### src/hdl/conv_pkg.sv
// Constants and the phase type of the converter sequencer.
// Assumes a single 40 MHz clock and an APB register interface.
package conv_pkg;

  // ---------------------------------------------
  // Timing
  // ---------------------------------------------
  localparam int CLK_HZ = 40_000_000; // Bus clock rate
  localparam int CONV_TIME_MS = 50; // One conversion
  localparam int ADV_TIME_MS = 320; // Clock wheels moving
  localparam int MINUTE_TIME_S = 60; // One clock step
  localparam int unsigned CONV_CYCLES = CONV_TIME_MS * (CLK_HZ / 1000);
  localparam int unsigned ADV_CYCLES = ADV_TIME_MS * (CLK_HZ / 1000);
  localparam longint unsigned MINUTE_CYCLES = longint'(MINUTE_TIME_S) * CLK_HZ;

  // ---------------------------------------------
  // Register offsets and fields
  // ---------------------------------------------
  localparam logic [7:0] REG_CMD = 8'h00; // Command, write only
  localparam logic [7:0] REG_SEL = 8'h04; // Point selector
  localparam logic [7:0] REG_STAT = 8'h08; // Status
  localparam logic [7:0] REG_RESULT = 8'h0c; // Result register
  localparam logic [7:0] REG_XFER = 8'h10; // Last stored word
  localparam logic [7:0] REG_CLOCK = 8'h14; // Time of day
  localparam logic [7:0] REG_CTRL = 8'h18; // Control
  localparam int STAT_BUSY = 0;
  localparam int STAT_DONE = 1;
  localparam int STAT_NEG = 2;
  localparam int STAT_OVL = 3;
  localparam int STAT_CLK_BLOCK = 4;
  localparam int STAT_CLK_PEND = 5;
  localparam int CTRL_CLR_DONE = 0; // Write 1 clears done
  localparam int CTRL_IRQ_EN = 1; // Done request enable
  localparam int RES_NEG = 16; // Sign flag in result view
  localparam int RES_OVL = 17; // Overload flag in result view

  // ---------------------------------------------
  // Commands, classes, codes, resets
  // ---------------------------------------------
  localparam logic [2:0] CMD_CONVERT = 3'h1;
  localparam logic [2:0] CMD_READ_CONVERT = 3'h2;
  localparam logic [2:0] CMD_SEL_READ = 3'h3;
  localparam logic [2:0] CMD_CLOCK_READ = 3'h4;
  localparam logic [2:0] CMD_SCAN_STEP = 3'h5;
  localparam logic [1:0] CLS_MUX = 2'h0; // Analog in/out, contact operate
  localparam logic [1:0] CLS_HSCS = 2'h1; // High-speed contact sense
  localparam logic [1:0] CLS_OPU = 2'h2; // Operator units
  localparam logic [11:0] MUX_MAX = 12'h299;
  localparam logic [11:0] HSCS_MAX = 12'h019;
  localparam logic [11:0] OPU_MAX = 12'h099;
  localparam logic [3:0] OVL_82 = 4'ha; // Bits 8-2
  localparam logic [3:0] OVL_821 = 4'hb; // Bits 8-2-1
  localparam logic [1:0] XK_RESULT = 2'h0;
  localparam logic [1:0] XK_SELECTOR = 2'h1;
  localparam logic [1:0] XK_CLOCK = 2'h2;
  localparam logic [13:0] SEL_RESET = 14'h0000;
  localparam logic [15:0] TOD_RESET = 16'h0000;

  // ---------------------------------------------
  // Types
  // ---------------------------------------------
  typedef enum logic [2:0] {
    ST_IDLE = 3'b001,
    ST_XFER = 3'b010,
    ST_CONV = 3'b100
  } seq_state_t;

endpackage

### src/hdl/tod_if.sv
// Time-of-day link between clock keeper and sequencer.
// Assumes both ends run on the same bus clock.
`timescale 1ns/1ps
`default_nettype none
interface tod_if;
  logic [15:0] digits; // Hours tens, units, tenths, hundredths
  logic blocked; // Wheels advancing, no read-out
  modport keeper (output digits, output blocked);
  modport user (input digits, input blocked);
endinterface
`default_nettype wire

### src/hdl/tod_clock.sv
// Twenty-four hour time-of-day keeper in BCD hours.
// Assumes the minute and advance lengths given by the parent.
`timescale 1ns/1ps
`default_nettype none
module tod_clock #(
  parameter longint unsigned MIN_CYC = conv_pkg::MINUTE_CYCLES,
  parameter int unsigned ADV_CYC = conv_pkg::ADV_CYCLES
) (
  input wire logic pclk,
  input wire logic presetn,
  tod_if.keeper tod
);

  typedef struct packed {
    logic [31:0] min_cnt; // Cycles into the minute
    logic [23:0] adv_cnt; // Cycles into the advance
    logic adv; // Wheels moving
    logic [15:0] dig; // Displayed time
  } tod_state_t;

  tod_state_t s_r, s_nxt;

  // ---------------------------------------------
  // Next time after one step
  // ---------------------------------------------
  function automatic logic [15:0] step(input logic [15:0] d);
    logic [15:0] n;
    n = d;
    case (d[3:0]) // Low wheel 0-2-3-5-7-8-0
      4'h0: n[3:0] = 4'h2;
      4'h2: n[3:0] = 4'h3;
      4'h3: n[3:0] = 4'h5;
      4'h5: n[3:0] = 4'h7;
      4'h7: n[3:0] = 4'h8;
      default: begin
        n[3:0] = 4'h0;
        if (d[7:4] == 4'h9) begin
          n[7:4] = 4'h0;
          if (d[15:8] == 8'h23) begin
            n[15:8] = 8'h00;
          end else if (d[11:8] == 4'h9) begin
            n[11:8] = 4'h0;
            n[15:12] = d[15:12] + 4'h1;
          end else begin
            n[11:8] = d[11:8] + 4'h1;
          end
        end else begin
          n[7:4] = d[7:4] + 4'h1;
        end
      end
    endcase
    return n;
  endfunction

  // Minute timing and wheel advance
  always_comb begin
    s_nxt = s_r;
    if (s_r.min_cnt == 32'(MIN_CYC - 1)) begin
      s_nxt.min_cnt = 32'h0;
      s_nxt.adv = 1'b1;
      s_nxt.adv_cnt = 24'h0;
    end else begin
      s_nxt.min_cnt = s_r.min_cnt + 32'h1;
    end
    if (s_r.adv) begin
      if (s_r.adv_cnt == 24'(ADV_CYC - 1)) begin
        s_nxt.adv = 1'b0;
        s_nxt.dig = step(s_r.dig);
      end else begin
        s_nxt.adv_cnt = s_r.adv_cnt + 24'h1;
      end
    end
  end

  // State register
  always_ff @(posedge pclk or negedge presetn) begin
    if (!presetn) begin
      s_r <= '{min_cnt: 32'h0, adv_cnt: 24'h0, adv: 1'b0, dig: conv_pkg::TOD_RESET};
    end else begin
      s_r <= s_nxt;
    end
  end

  assign tod.digits = s_r.dig;
  assign tod.blocked = s_r.adv;

endmodule
`default_nettype wire

### src/hdl/conv_seq.sv
// Converter sequencer: point selection, timed conversion, result
// transfers and time-of-day read-out, reached over APB.
// Assumes the analog front end converts while mux_connect is high and
// presents sign and BCD digits on pins, stable at conversion end.
//
// Behaviour
// - Each conversion lasts fifty milliseconds.
// - Result 0000-9999 held until transferred.
// - Sign comes from the conversion itself.
// - Negative flags units digit, lights sign lamp.
// - Overload keeps 8-2 or 8-2-1 high digit.
// - Overload transfer stores four flag bits.
// - Result transfer flags the high digit.
// - Only the selected point reaches converter.
// - Convert command connects point, no transfer.
// - Read-convert transfers first, then converts.
// - Busy stays set throughout each conversion.
// - Multiplexer instructions stall while busy.
// - Conversion end sets done, raises request.
// - Clock counts 00.00 to 23.98, readable.
// - Low clock digit steps 0-2-3-5-7-8.
// - Clock read-out blocked while wheels advance.
// - Three-digit selector, ranges per point class.
// - Selector read stores the three selector digits, not the class.
// - Only multiplexer classes convert or stall.
// - Done request only when option fitted.
`timescale 1ns/1ps
`default_nettype none
module conv_seq #(
  parameter int unsigned CONV_CYC = conv_pkg::CONV_CYCLES,
  parameter int unsigned ADV_CYC = conv_pkg::ADV_CYCLES,
  parameter longint unsigned MIN_CYC = conv_pkg::MINUTE_CYCLES,
  parameter bit IRQ_FITTED = 1'b1
) (
  input wire logic pclk,
  input wire logic presetn,
  input wire logic psel,
  input wire logic penable,
  input wire logic pwrite,
  input wire logic [7:0] paddr,
  input wire logic [31:0] pwdata,
  output logic [31:0] prdata,
  output logic pready,
  output logic pslverr,
  input wire logic adc_negative,
  input wire logic [15:0] adc_digits,
  output logic [11:0] mux_point,
  output logic mux_connect,
  input wire logic mux_instr_req,
  output logic mux_instr_stall,
  output logic conv_busy,
  output logic conv_done,
  output logic done_irq,
  output logic neg_lamp,
  output logic core_wr_stb,
  output logic [19:0] core_wr_data,
  output logic [1:0] core_wr_kind
);

  // ---------------------------------------------
  // State record
  // ---------------------------------------------
  typedef struct packed {
    conv_pkg::seq_state_t st; // Sequencer phase
    logic [23:0] conv_cnt; // Cycles into conversion
    logic busy; // Conversion running
    logic done; // Conversion finished
    logic irq_en; // Done request enable
    logic [15:0] res; // Result digits
    logic res_neg; // Negative flag
    logic res_ovl; // Overload flag
    logic [13:0] sel; // Class and three digits
    logic [11:0] conv_point; // Point being converted
    logic clk_pend; // Clock read waiting
    logic [19:0] xfer; // Last stored word
    logic [1:0] xkind; // Source of that word
    logic xstb; // Store pulse
    logic [16:0] pin_s1; // Pin sync, first stage
    logic [16:0] pin_s2; // Pin sync, second stage
    logic [31:0] rdata; // Read data for access
    logic err; // Unmapped address
  } conv_state_t;

  conv_state_t s_r, s_nxt;
  tod_if tod ();

  // ---------------------------------------------
  // Time-of-day keeper
  // ---------------------------------------------
  tod_clock #(
    .MIN_CYC(MIN_CYC),
    .ADV_CYC(ADV_CYC)
  ) u_tod (
    .pclk(pclk),
    .presetn(presetn),
    .tod(tod)
  );

  // ---------------------------------------------
  // Helpers
  // ---------------------------------------------
  // Highest address of a point class
  function automatic logic [11:0] class_max(input logic [1:0] cls);
    case (cls)
      conv_pkg::CLS_MUX: return conv_pkg::MUX_MAX;
      conv_pkg::CLS_HSCS: return conv_pkg::HSCS_MAX;
      conv_pkg::CLS_OPU: return conv_pkg::OPU_MAX;
      default: return 12'h000;
    endcase
  endfunction

  // Valid three-digit BCD address within its class
  function automatic logic sel_ok(input logic [13:0] v);
    logic ok;
    ok = (v[11:8] <= 4'h9) && (v[7:4] <= 4'h9) && (v[3:0] <= 4'h9);
    return ok && (v[13:12] != 2'h3) && (v[11:0] <= class_max(v[13:12]));
  endfunction

  // Scanning counter step, wrapping past the class top
  function automatic logic [11:0] scan_next(input logic [13:0] v);
    logic [11:0] n;
    n = v[11:0];
    if (v[11:0] >= class_max(v[13:12])) begin
      n = 12'h000;
    end else if (v[3:0] != 4'h9) begin
      n[3:0] = v[3:0] + 4'h1;
    end else if (v[7:4] != 4'h9) begin
      n[3:0] = 4'h0;
      n[7:4] = v[7:4] + 4'h1;
    end else begin
      n[7:0] = 8'h00;
      n[11:8] = v[11:8] + 4'h1;
    end
    return n;
  endfunction

  // Register read mux
  function automatic logic [31:0] rd_mux(input logic [7:0] a, input conv_state_t s,
                                         input logic blk, input logic [15:0] t);
    logic [31:0] d;
    d = 32'h0;
    case (a)
      conv_pkg::REG_SEL: d[13:0] = s.sel;
      conv_pkg::REG_STAT: begin
        d[conv_pkg::STAT_BUSY] = s.busy;
        d[conv_pkg::STAT_DONE] = s.done;
        d[conv_pkg::STAT_NEG] = s.res_neg;
        d[conv_pkg::STAT_OVL] = s.res_ovl;
        d[conv_pkg::STAT_CLK_BLOCK] = blk;
        d[conv_pkg::STAT_CLK_PEND] = s.clk_pend;
      end
      conv_pkg::REG_RESULT: begin
        d[15:0] = s.res;
        d[conv_pkg::RES_NEG] = s.res_neg;
        d[conv_pkg::RES_OVL] = s.res_ovl;
      end
      conv_pkg::REG_XFER: d[21:0] = {s.xkind, s.xfer};
      conv_pkg::REG_CLOCK: d[15:0] = t;
      conv_pkg::REG_CTRL: d[conv_pkg::CTRL_IRQ_EN] = s.irq_en;
      default: d = 32'h0;
    endcase
    return d;
  endfunction

  // Word stored for a result transfer
  function automatic logic [19:0] result_word(input conv_state_t s);
    if (s.res_ovl) begin
      return {4{5'b1_0000}};
    end
    // High digit flagged, units digit carries sign
    return {1'b1, s.res[15:12], 1'b0, s.res[11:8],
            1'b0, s.res[7:4], s.res_neg, s.res[3:0]};
  endfunction

  // ---------------------------------------------
  // Bus decode
  // ---------------------------------------------
  logic setup; // First cycle of a transfer
  logic wr_acc; // Write taking effect
  logic mapped; // Address decodes
  assign setup = psel && !penable;
  assign wr_acc = psel && penable && pwrite && !s_r.err;
  always_comb begin
    case (paddr)
      conv_pkg::REG_CMD, conv_pkg::REG_SEL, conv_pkg::REG_STAT,
      conv_pkg::REG_RESULT, conv_pkg::REG_XFER, conv_pkg::REG_CLOCK,
      conv_pkg::REG_CTRL: mapped = 1'b1;
      default: mapped = 1'b0;
    endcase
  end

  // ---------------------------------------------
  // Sequencer
  // ---------------------------------------------
  always_comb begin
    logic [2:0] cmd;
    logic launch;
    cmd = pwdata[2:0];
    launch = 1'b0;
    s_nxt = s_r;
    s_nxt.xstb = 1'b0;
    // Pins pass two flops before use
    s_nxt.pin_s1 = {adc_negative, adc_digits};
    s_nxt.pin_s2 = s_r.pin_s1;
    // Read data caught in setup, answered in access
    if (setup) begin
      s_nxt.rdata = rd_mux(paddr, s_r, tod.blocked, tod.digits);
      s_nxt.err = !mapped;
    end
    // Register writes
    if (wr_acc) begin
      case (paddr)
        conv_pkg::REG_CMD: begin
          case (cmd)
            conv_pkg::CMD_CONVERT, conv_pkg::CMD_READ_CONVERT: begin
              // Only idle multiplexer points convert
              if (!s_r.busy && s_r.sel[13:12] == conv_pkg::CLS_MUX) begin
                launch = 1'b1;
                s_nxt.busy = 1'b1;
                s_nxt.done = 1'b0;
                s_nxt.conv_point = s_r.sel[11:0];
                if (cmd == conv_pkg::CMD_READ_CONVERT) begin
                  s_nxt.xfer = result_word(s_r);
                end
                s_nxt.st = (cmd == conv_pkg::CMD_CONVERT) ?
                           conv_pkg::ST_CONV : conv_pkg::ST_XFER;
              end
            end
            conv_pkg::CMD_SEL_READ: begin
              s_nxt.xfer = {8'h00, s_r.sel[11:0]};
              s_nxt.xkind = conv_pkg::XK_SELECTOR;
              s_nxt.xstb = 1'b1;
            end
            conv_pkg::CMD_CLOCK_READ: s_nxt.clk_pend = 1'b1;
            conv_pkg::CMD_SCAN_STEP: s_nxt.sel[11:0] = scan_next(s_r.sel);
            default: s_nxt.st = s_r.st;
          endcase
        end
        conv_pkg::REG_SEL: begin
          // Out-of-range addresses are dropped
          if (sel_ok(pwdata[13:0])) begin
            s_nxt.sel = pwdata[13:0];
          end
        end
        conv_pkg::REG_CTRL: begin
          s_nxt.irq_en = pwdata[conv_pkg::CTRL_IRQ_EN];
          if (pwdata[conv_pkg::CTRL_CLR_DONE]) begin
            s_nxt.done = 1'b0;
          end
        end
        default: s_nxt.irq_en = s_r.irq_en;
      endcase
    end
    // Fresh conversion drops old flags
    if (launch) begin
      s_nxt.res_neg = 1'b0;
      s_nxt.res_ovl = 1'b0;
      s_nxt.conv_cnt = 24'h0;
    end
    // Conversion phases
    case (s_r.st)
      conv_pkg::ST_IDLE: s_nxt.conv_cnt = s_nxt.conv_cnt;
      conv_pkg::ST_XFER: begin
        // Word caught at launch, before the flags dropped
        s_nxt.xkind = conv_pkg::XK_RESULT;
        s_nxt.xstb = 1'b1;
        s_nxt.st = conv_pkg::ST_CONV;
      end
      conv_pkg::ST_CONV: begin
        if (s_r.conv_cnt == 24'(CONV_CYC - 1)) begin
          s_nxt.st = conv_pkg::ST_IDLE;
          s_nxt.busy = 1'b0;
          s_nxt.done = 1'b1;
          s_nxt.res = s_r.pin_s2[15:0];
          s_nxt.res_neg = s_r.pin_s2[16];
          s_nxt.res_ovl = (s_r.pin_s2[15:12] == conv_pkg::OVL_82) ||
                          (s_r.pin_s2[15:12] == conv_pkg::OVL_821);
        end else begin
          s_nxt.conv_cnt = s_r.conv_cnt + 24'h1;
        end
      end
      default: s_nxt.st = conv_pkg::ST_IDLE;
    endcase
    // Clock read waits out the advance and other stores
    if (s_r.clk_pend && !tod.blocked && !s_nxt.xstb &&
        (s_nxt.st != conv_pkg::ST_XFER)) begin
      s_nxt.xfer = {4'h0, tod.digits};
      s_nxt.xkind = conv_pkg::XK_CLOCK;
      s_nxt.xstb = 1'b1;
      s_nxt.clk_pend = 1'b0;
    end
  end

  // ---------------------------------------------
  // State register
  // ---------------------------------------------
  always_ff @(posedge pclk or negedge presetn) begin
    if (!presetn) begin
      s_r <= '{st: conv_pkg::ST_IDLE, sel: conv_pkg::SEL_RESET, default: '0};
    end else begin
      s_r <= s_nxt;
    end
  end

  // ---------------------------------------------
  // Outputs
  // ---------------------------------------------
  assign prdata = s_r.rdata;
  assign pready = 1'b1; // Zero-wait access
  assign pslverr = psel && penable && s_r.err;
  assign mux_point = s_r.conv_point;
  assign mux_connect = (s_r.st == conv_pkg::ST_CONV);
  assign conv_busy = s_r.busy;
  assign conv_done = s_r.done;
  assign done_irq = IRQ_FITTED && s_r.irq_en && s_r.done;
  assign neg_lamp = s_r.res_neg;
  // Stall multiplexer users, others bypass
  assign mux_instr_stall = mux_instr_req && s_r.busy &&
                           (s_r.sel[13:12] == conv_pkg::CLS_MUX);
  assign core_wr_stb = s_r.xstb;
  assign core_wr_data = s_r.xfer;
  assign core_wr_kind = s_r.xkind;

endmodule
`default_nettype wire

### config.mk
export PLATFORM = sky130hd
export DESIGN_NAME = conv_seq
export DESIGN_NICKNAME = d
export VERILOG_FILES = /design/src/hdl/conv_pkg.sv /design/src/hdl/tod_if.sv /design/src/hdl/tod_clock.sv /design/src/hdl/conv_seq.sv
export SDC_FILE = /design/constraint.sdc
export NUM_CORES = 1
export LEC_CHECK = 0
export BUFFER_PORTS_ARGS = -buffer_cell sky130_fd_sc_hd__buf_2
export CAP_MARGIN = 10
export CORE_MARGIN = 2
export CORE_UTILIZATION = 59
export DETAILED_ROUTE_END_ITERATION = 7
export GPL_TIMING_DRIVEN = 0
export HOLD_SLACK_MARGIN = 0.12
export MAX_ROUTING_LAYER = met4
export PLACE_DENSITY = 0.8
export REMOVE_ABC_BUFFERS = 1
export SLEW_MARGIN = 20
export SYNTH_ARGS = -nofsm -noshare
export SYNTH_HDL_FRONTEND = slang
export SYNTH_HIERARCHICAL = 1
export SYNTH_SLANG_ARGS = --single-unit
### constraint.sdc
create_clock -name pclk -period 3 [get_ports pclk]
set_clock_uncertainty 0.05 [all_clocks]
set_input_delay 0 -clock pclk [delete_from_list [all_inputs] [get_ports pclk]]
set_output_delay 0 -clock pclk [all_outputs]
set_load 0.02 [all_outputs]
==> out/qor.yml <==
status:
  outcome: "finished clean"
power_and_ir_drop:
  power_leakage_uw: 0.00649
  power_density_mw_per_mm2: 464
  vdd.ir_drop.worst_v: 0.000376
final_layout:
  layout_common_cells: "227 x dfrtp_1, 108 x nor2_1, 108 x buf_2"
  nets: 1384
  stdcell_count: 1585
  final-seq-area_sq_mm: 0.00571
  fill_cells: 1496
  multi_input_area_sq_mm: 0.00544
  final_common_cell: "dfrtp_1"
  final_layout_size_suffix_gt1_frac: 0.192
  area_growth_pct: 16.2
  fin_util: 0.693
  diodes: 0
worst_setup_path:
  start_kind: "primary input"
  r2r_end: "s_r[107]$_DFFE_PN0P_"
  cp.required_ns: 3.35
  crit_type: "primary input to flip-flop"
  max_stage_delay_ns: 0.73
  cp_max_fo: 26
  cp-end-kind: "flip-flop"
  regToRegStartpoint: "s_r[115]$_DFFE_PN0P_"
  path_cells: "dlygate4sd3_1 > buf_2 > nor4_1 > and4_2 > o31ai_1 > o21ai_2 > or2_1 > mux2_2"
  r2r_cells: 9
  r2r_slack_ns: 0.08
  crit_slowest_cell: "and4_2"
  arrival_ns: 3.27
cts:
  worstSkewPairLatency_ns: 0.51
  cts_buffers: 24
  clock-sinks: 228
  cts_tree: "yes"
  htree_levels: 1
  cts_root_buf: "clkbuf_16"
  ctsLongestPathBuffers: 3
  clk_pin_slew_worst_paths_ns: 0.06
worst_hold_path:
  hold_end: "s_r[106]$_DFFE_PN0P_"
  hold_class: "primary input to flip-flop"
  hold_path_startpoint: "penable"
  worstHoldPathCells: 5
job:
  maxCapViolations: 0
logic_synthesis:
  synthXorXnorAreaFrac: 0.0300
  synth_cells: 1193
  synth_edf_count: 0
  yosys_warnings: 6
  ys.flop_type: "dfrtp_1"
  synth-seq-cells: 228
  synth_area_sq_mm: 0.0120
  synth-seq-area-share: 0.477
  yosys-mux-area-fraction: 0.0657
  yosys.area_share.simple: 0.188
  synth.distinct_cells: 73
  synth_top_family_by_area: "simple AND/OR/NAND/NOR gates"
  synth_compound_area_frac: 0.136
  syn_area_per_cell_sq_um: 10.0
  synth_fa_ha_area_frac: 0.0230
  postSynth.asyncResetShare: 1.00
die:
  die_area_sq_mm: 0.0214
  die_x_um: 146
  core_area_sq_mm: 0.0200
  initial_core_util: 0.597
  die_h_um: 146
  ios: 138
  rows: 52
timing:
  maxSlewViolCount: 0
  fin_crit_ns: 2.92
  relSlewSlack: 0.341
  fin_hold_ws_ns: 0.183
  setup_viol_count_final: 0
  tightest_slew_ns: 0.985
  hold_viol_final: 0
  setup_ws_ns: 0.0780
  post-route-period-util: 0.974
  fmax_mhz: 342
detailed_routing:
  wl_per_cell_um: 19.3
  via_per_inst: 6.22
  wl_mm: 30.6
  drt_iter0_drc: 843
  antenna_left: 0
  routed-via-count: 9865
  drc_errors: 0
  firstDrtPassIters: 6
global_route:
  overflow: 0
  antenna_found_initial: 0
  grt_pass1_wl_mm: 50.1
  grt_usage: 0.297
  grt_max_degree: 93
  grt_pass1_vias: 9768
placed_design:
  placed_cells: 1465
  finalWeightedCongestion: 0.944
  hpwl_mm: 20.6
  port_buffers: 108
  dp_slack_ns: -0.554
-- flip-flops by register name, indices dropped and copies added (netlist names) --
| register | cells |
|---|---|
| conv_busy | 1 |
| conv_done | 1 |
| core_wr_data | 20 |
| core_wr_kind | 2 |
| core_wr_stb | 1 |
| mux_point | 12 |
| neg_lamp | 1 |
| prdata | 22 |
| s_nxt | 17 |
| s_r | 78 |
| u_tod/s_r | 56 |
| u_tod/tod.blocked | 1 |
| u_tod/tod.digits | 16 |
-- logic make-up (layout without fill, tap and decap cells) --
family | Yosys count | after routing
other cells | 2 | 11
buf+inv | 159 | 272
xor+xnor | 41 | 41
mux | 67 | 67
flops | 228 | 228
compound gates | 241 | 241
simple gates | 433 | 433
fa+ha+maj | 22 | 22
-- final cells by class --
| type | count | area share |
|---|---|---|
| inverters | 28 | 0.00756 |
| multi-input cells | 815 | 0.391 |
| repair buffers | 202 | 0.108 |
| clock inverters | 5 | 0.00540 |
| clock buffers | 37 | 0.0526 |
| well taps | 270 | 0.0243 |
| flip-flops and latches | 228 | 0.411 |
-- metal layers --
layer,global-route usage,vias up,part of all wire
li1,-,4445,-
met1,0.398,4797,0.42
met2,0.466,506,0.46
met3,0.0444,117,0.082
met4,0.106,0,0.041
met5,-,-,0
-- metrics by stage --
stage / cell area (sq um) / setup TNS [ns] / total power, uW
2_1_floorplan: 11100 / -43.20 / 3250
3_3_place_gp: 12000 / -638.45 / 3390
3_5_place_dp: 12300 / -6.97 / 3410
4_1_cts: 13800 / 0 / 6480
5_1_grt: 13900 / -0.0214 / 6670
6_report: 13900 / 0 / 6450
-- critical path, delay by kind of cell --
kind	cells	cell delay (ns)
AO/OA/AOI/OAI	2	0.70
buffers and inverters	2	0.67
multiplexers	1	0.36
AND/OR/NAND/NOR	3	1.53
-- power breakdown --
group	internal [uW]	switching, uW	total [uW]
Sequential	3110	19.5	3130
Combinational	121	179	300
Clock	1840	1190	3030
-- synthesized netlist by cell type, types with 23 or more instances --
cell	count	area share
a21oi_1	28	0.012
a22oi_1	24	0.015
and3_1	23	0.012
buf_4	83	0.052
clkbuf_1	35	0.011
dfrtp_1	227	0.48
inv_1	28	0.0088
mux2_2	36	0.034
nand2_1	87	0.027
nand3_1	55	0.023
nand4_1	27	0.014
nor2_1	108	0.034
nor3_1	30	0.013
o21ai_0	78	0.033
-- what timing repair did --
item,4_1_cts,5_1_grt
hold endpoints to repair,280,1
pin swaps,1,5
buffers inserted,2,7
setup endpoints to repair,20,51
hold buffers,68,1
gates resized for setup,3,7
-- worst max path at each step --
stage                                  startpoint                          end  slack [ns]
after floorplan                s_r[138]$_DFF_PN0_  core_wr_data[0]$_DFFE_PN0P_       -1.83
after global routing                     paddr[5]         s_r[108]$_DFFE_PN0P_       -0.01
after CTS                 u_tod/s_r[17]$_DFF_PN0_      u_tod/s_r[24]$_DFF_PN0_        0.03
after global placement         s_r[0]$_DFFE_PN0P_  core_wr_kind[0]$_DFFE_PN0P_       -3.69
final                                    paddr[5]         s_r[107]$_DFFE_PN0P_        0.08
after detailed placement                 paddr[2]         s_r[108]$_DFFE_PN0P_       -0.55
Power figures use the tool's default switching activity.
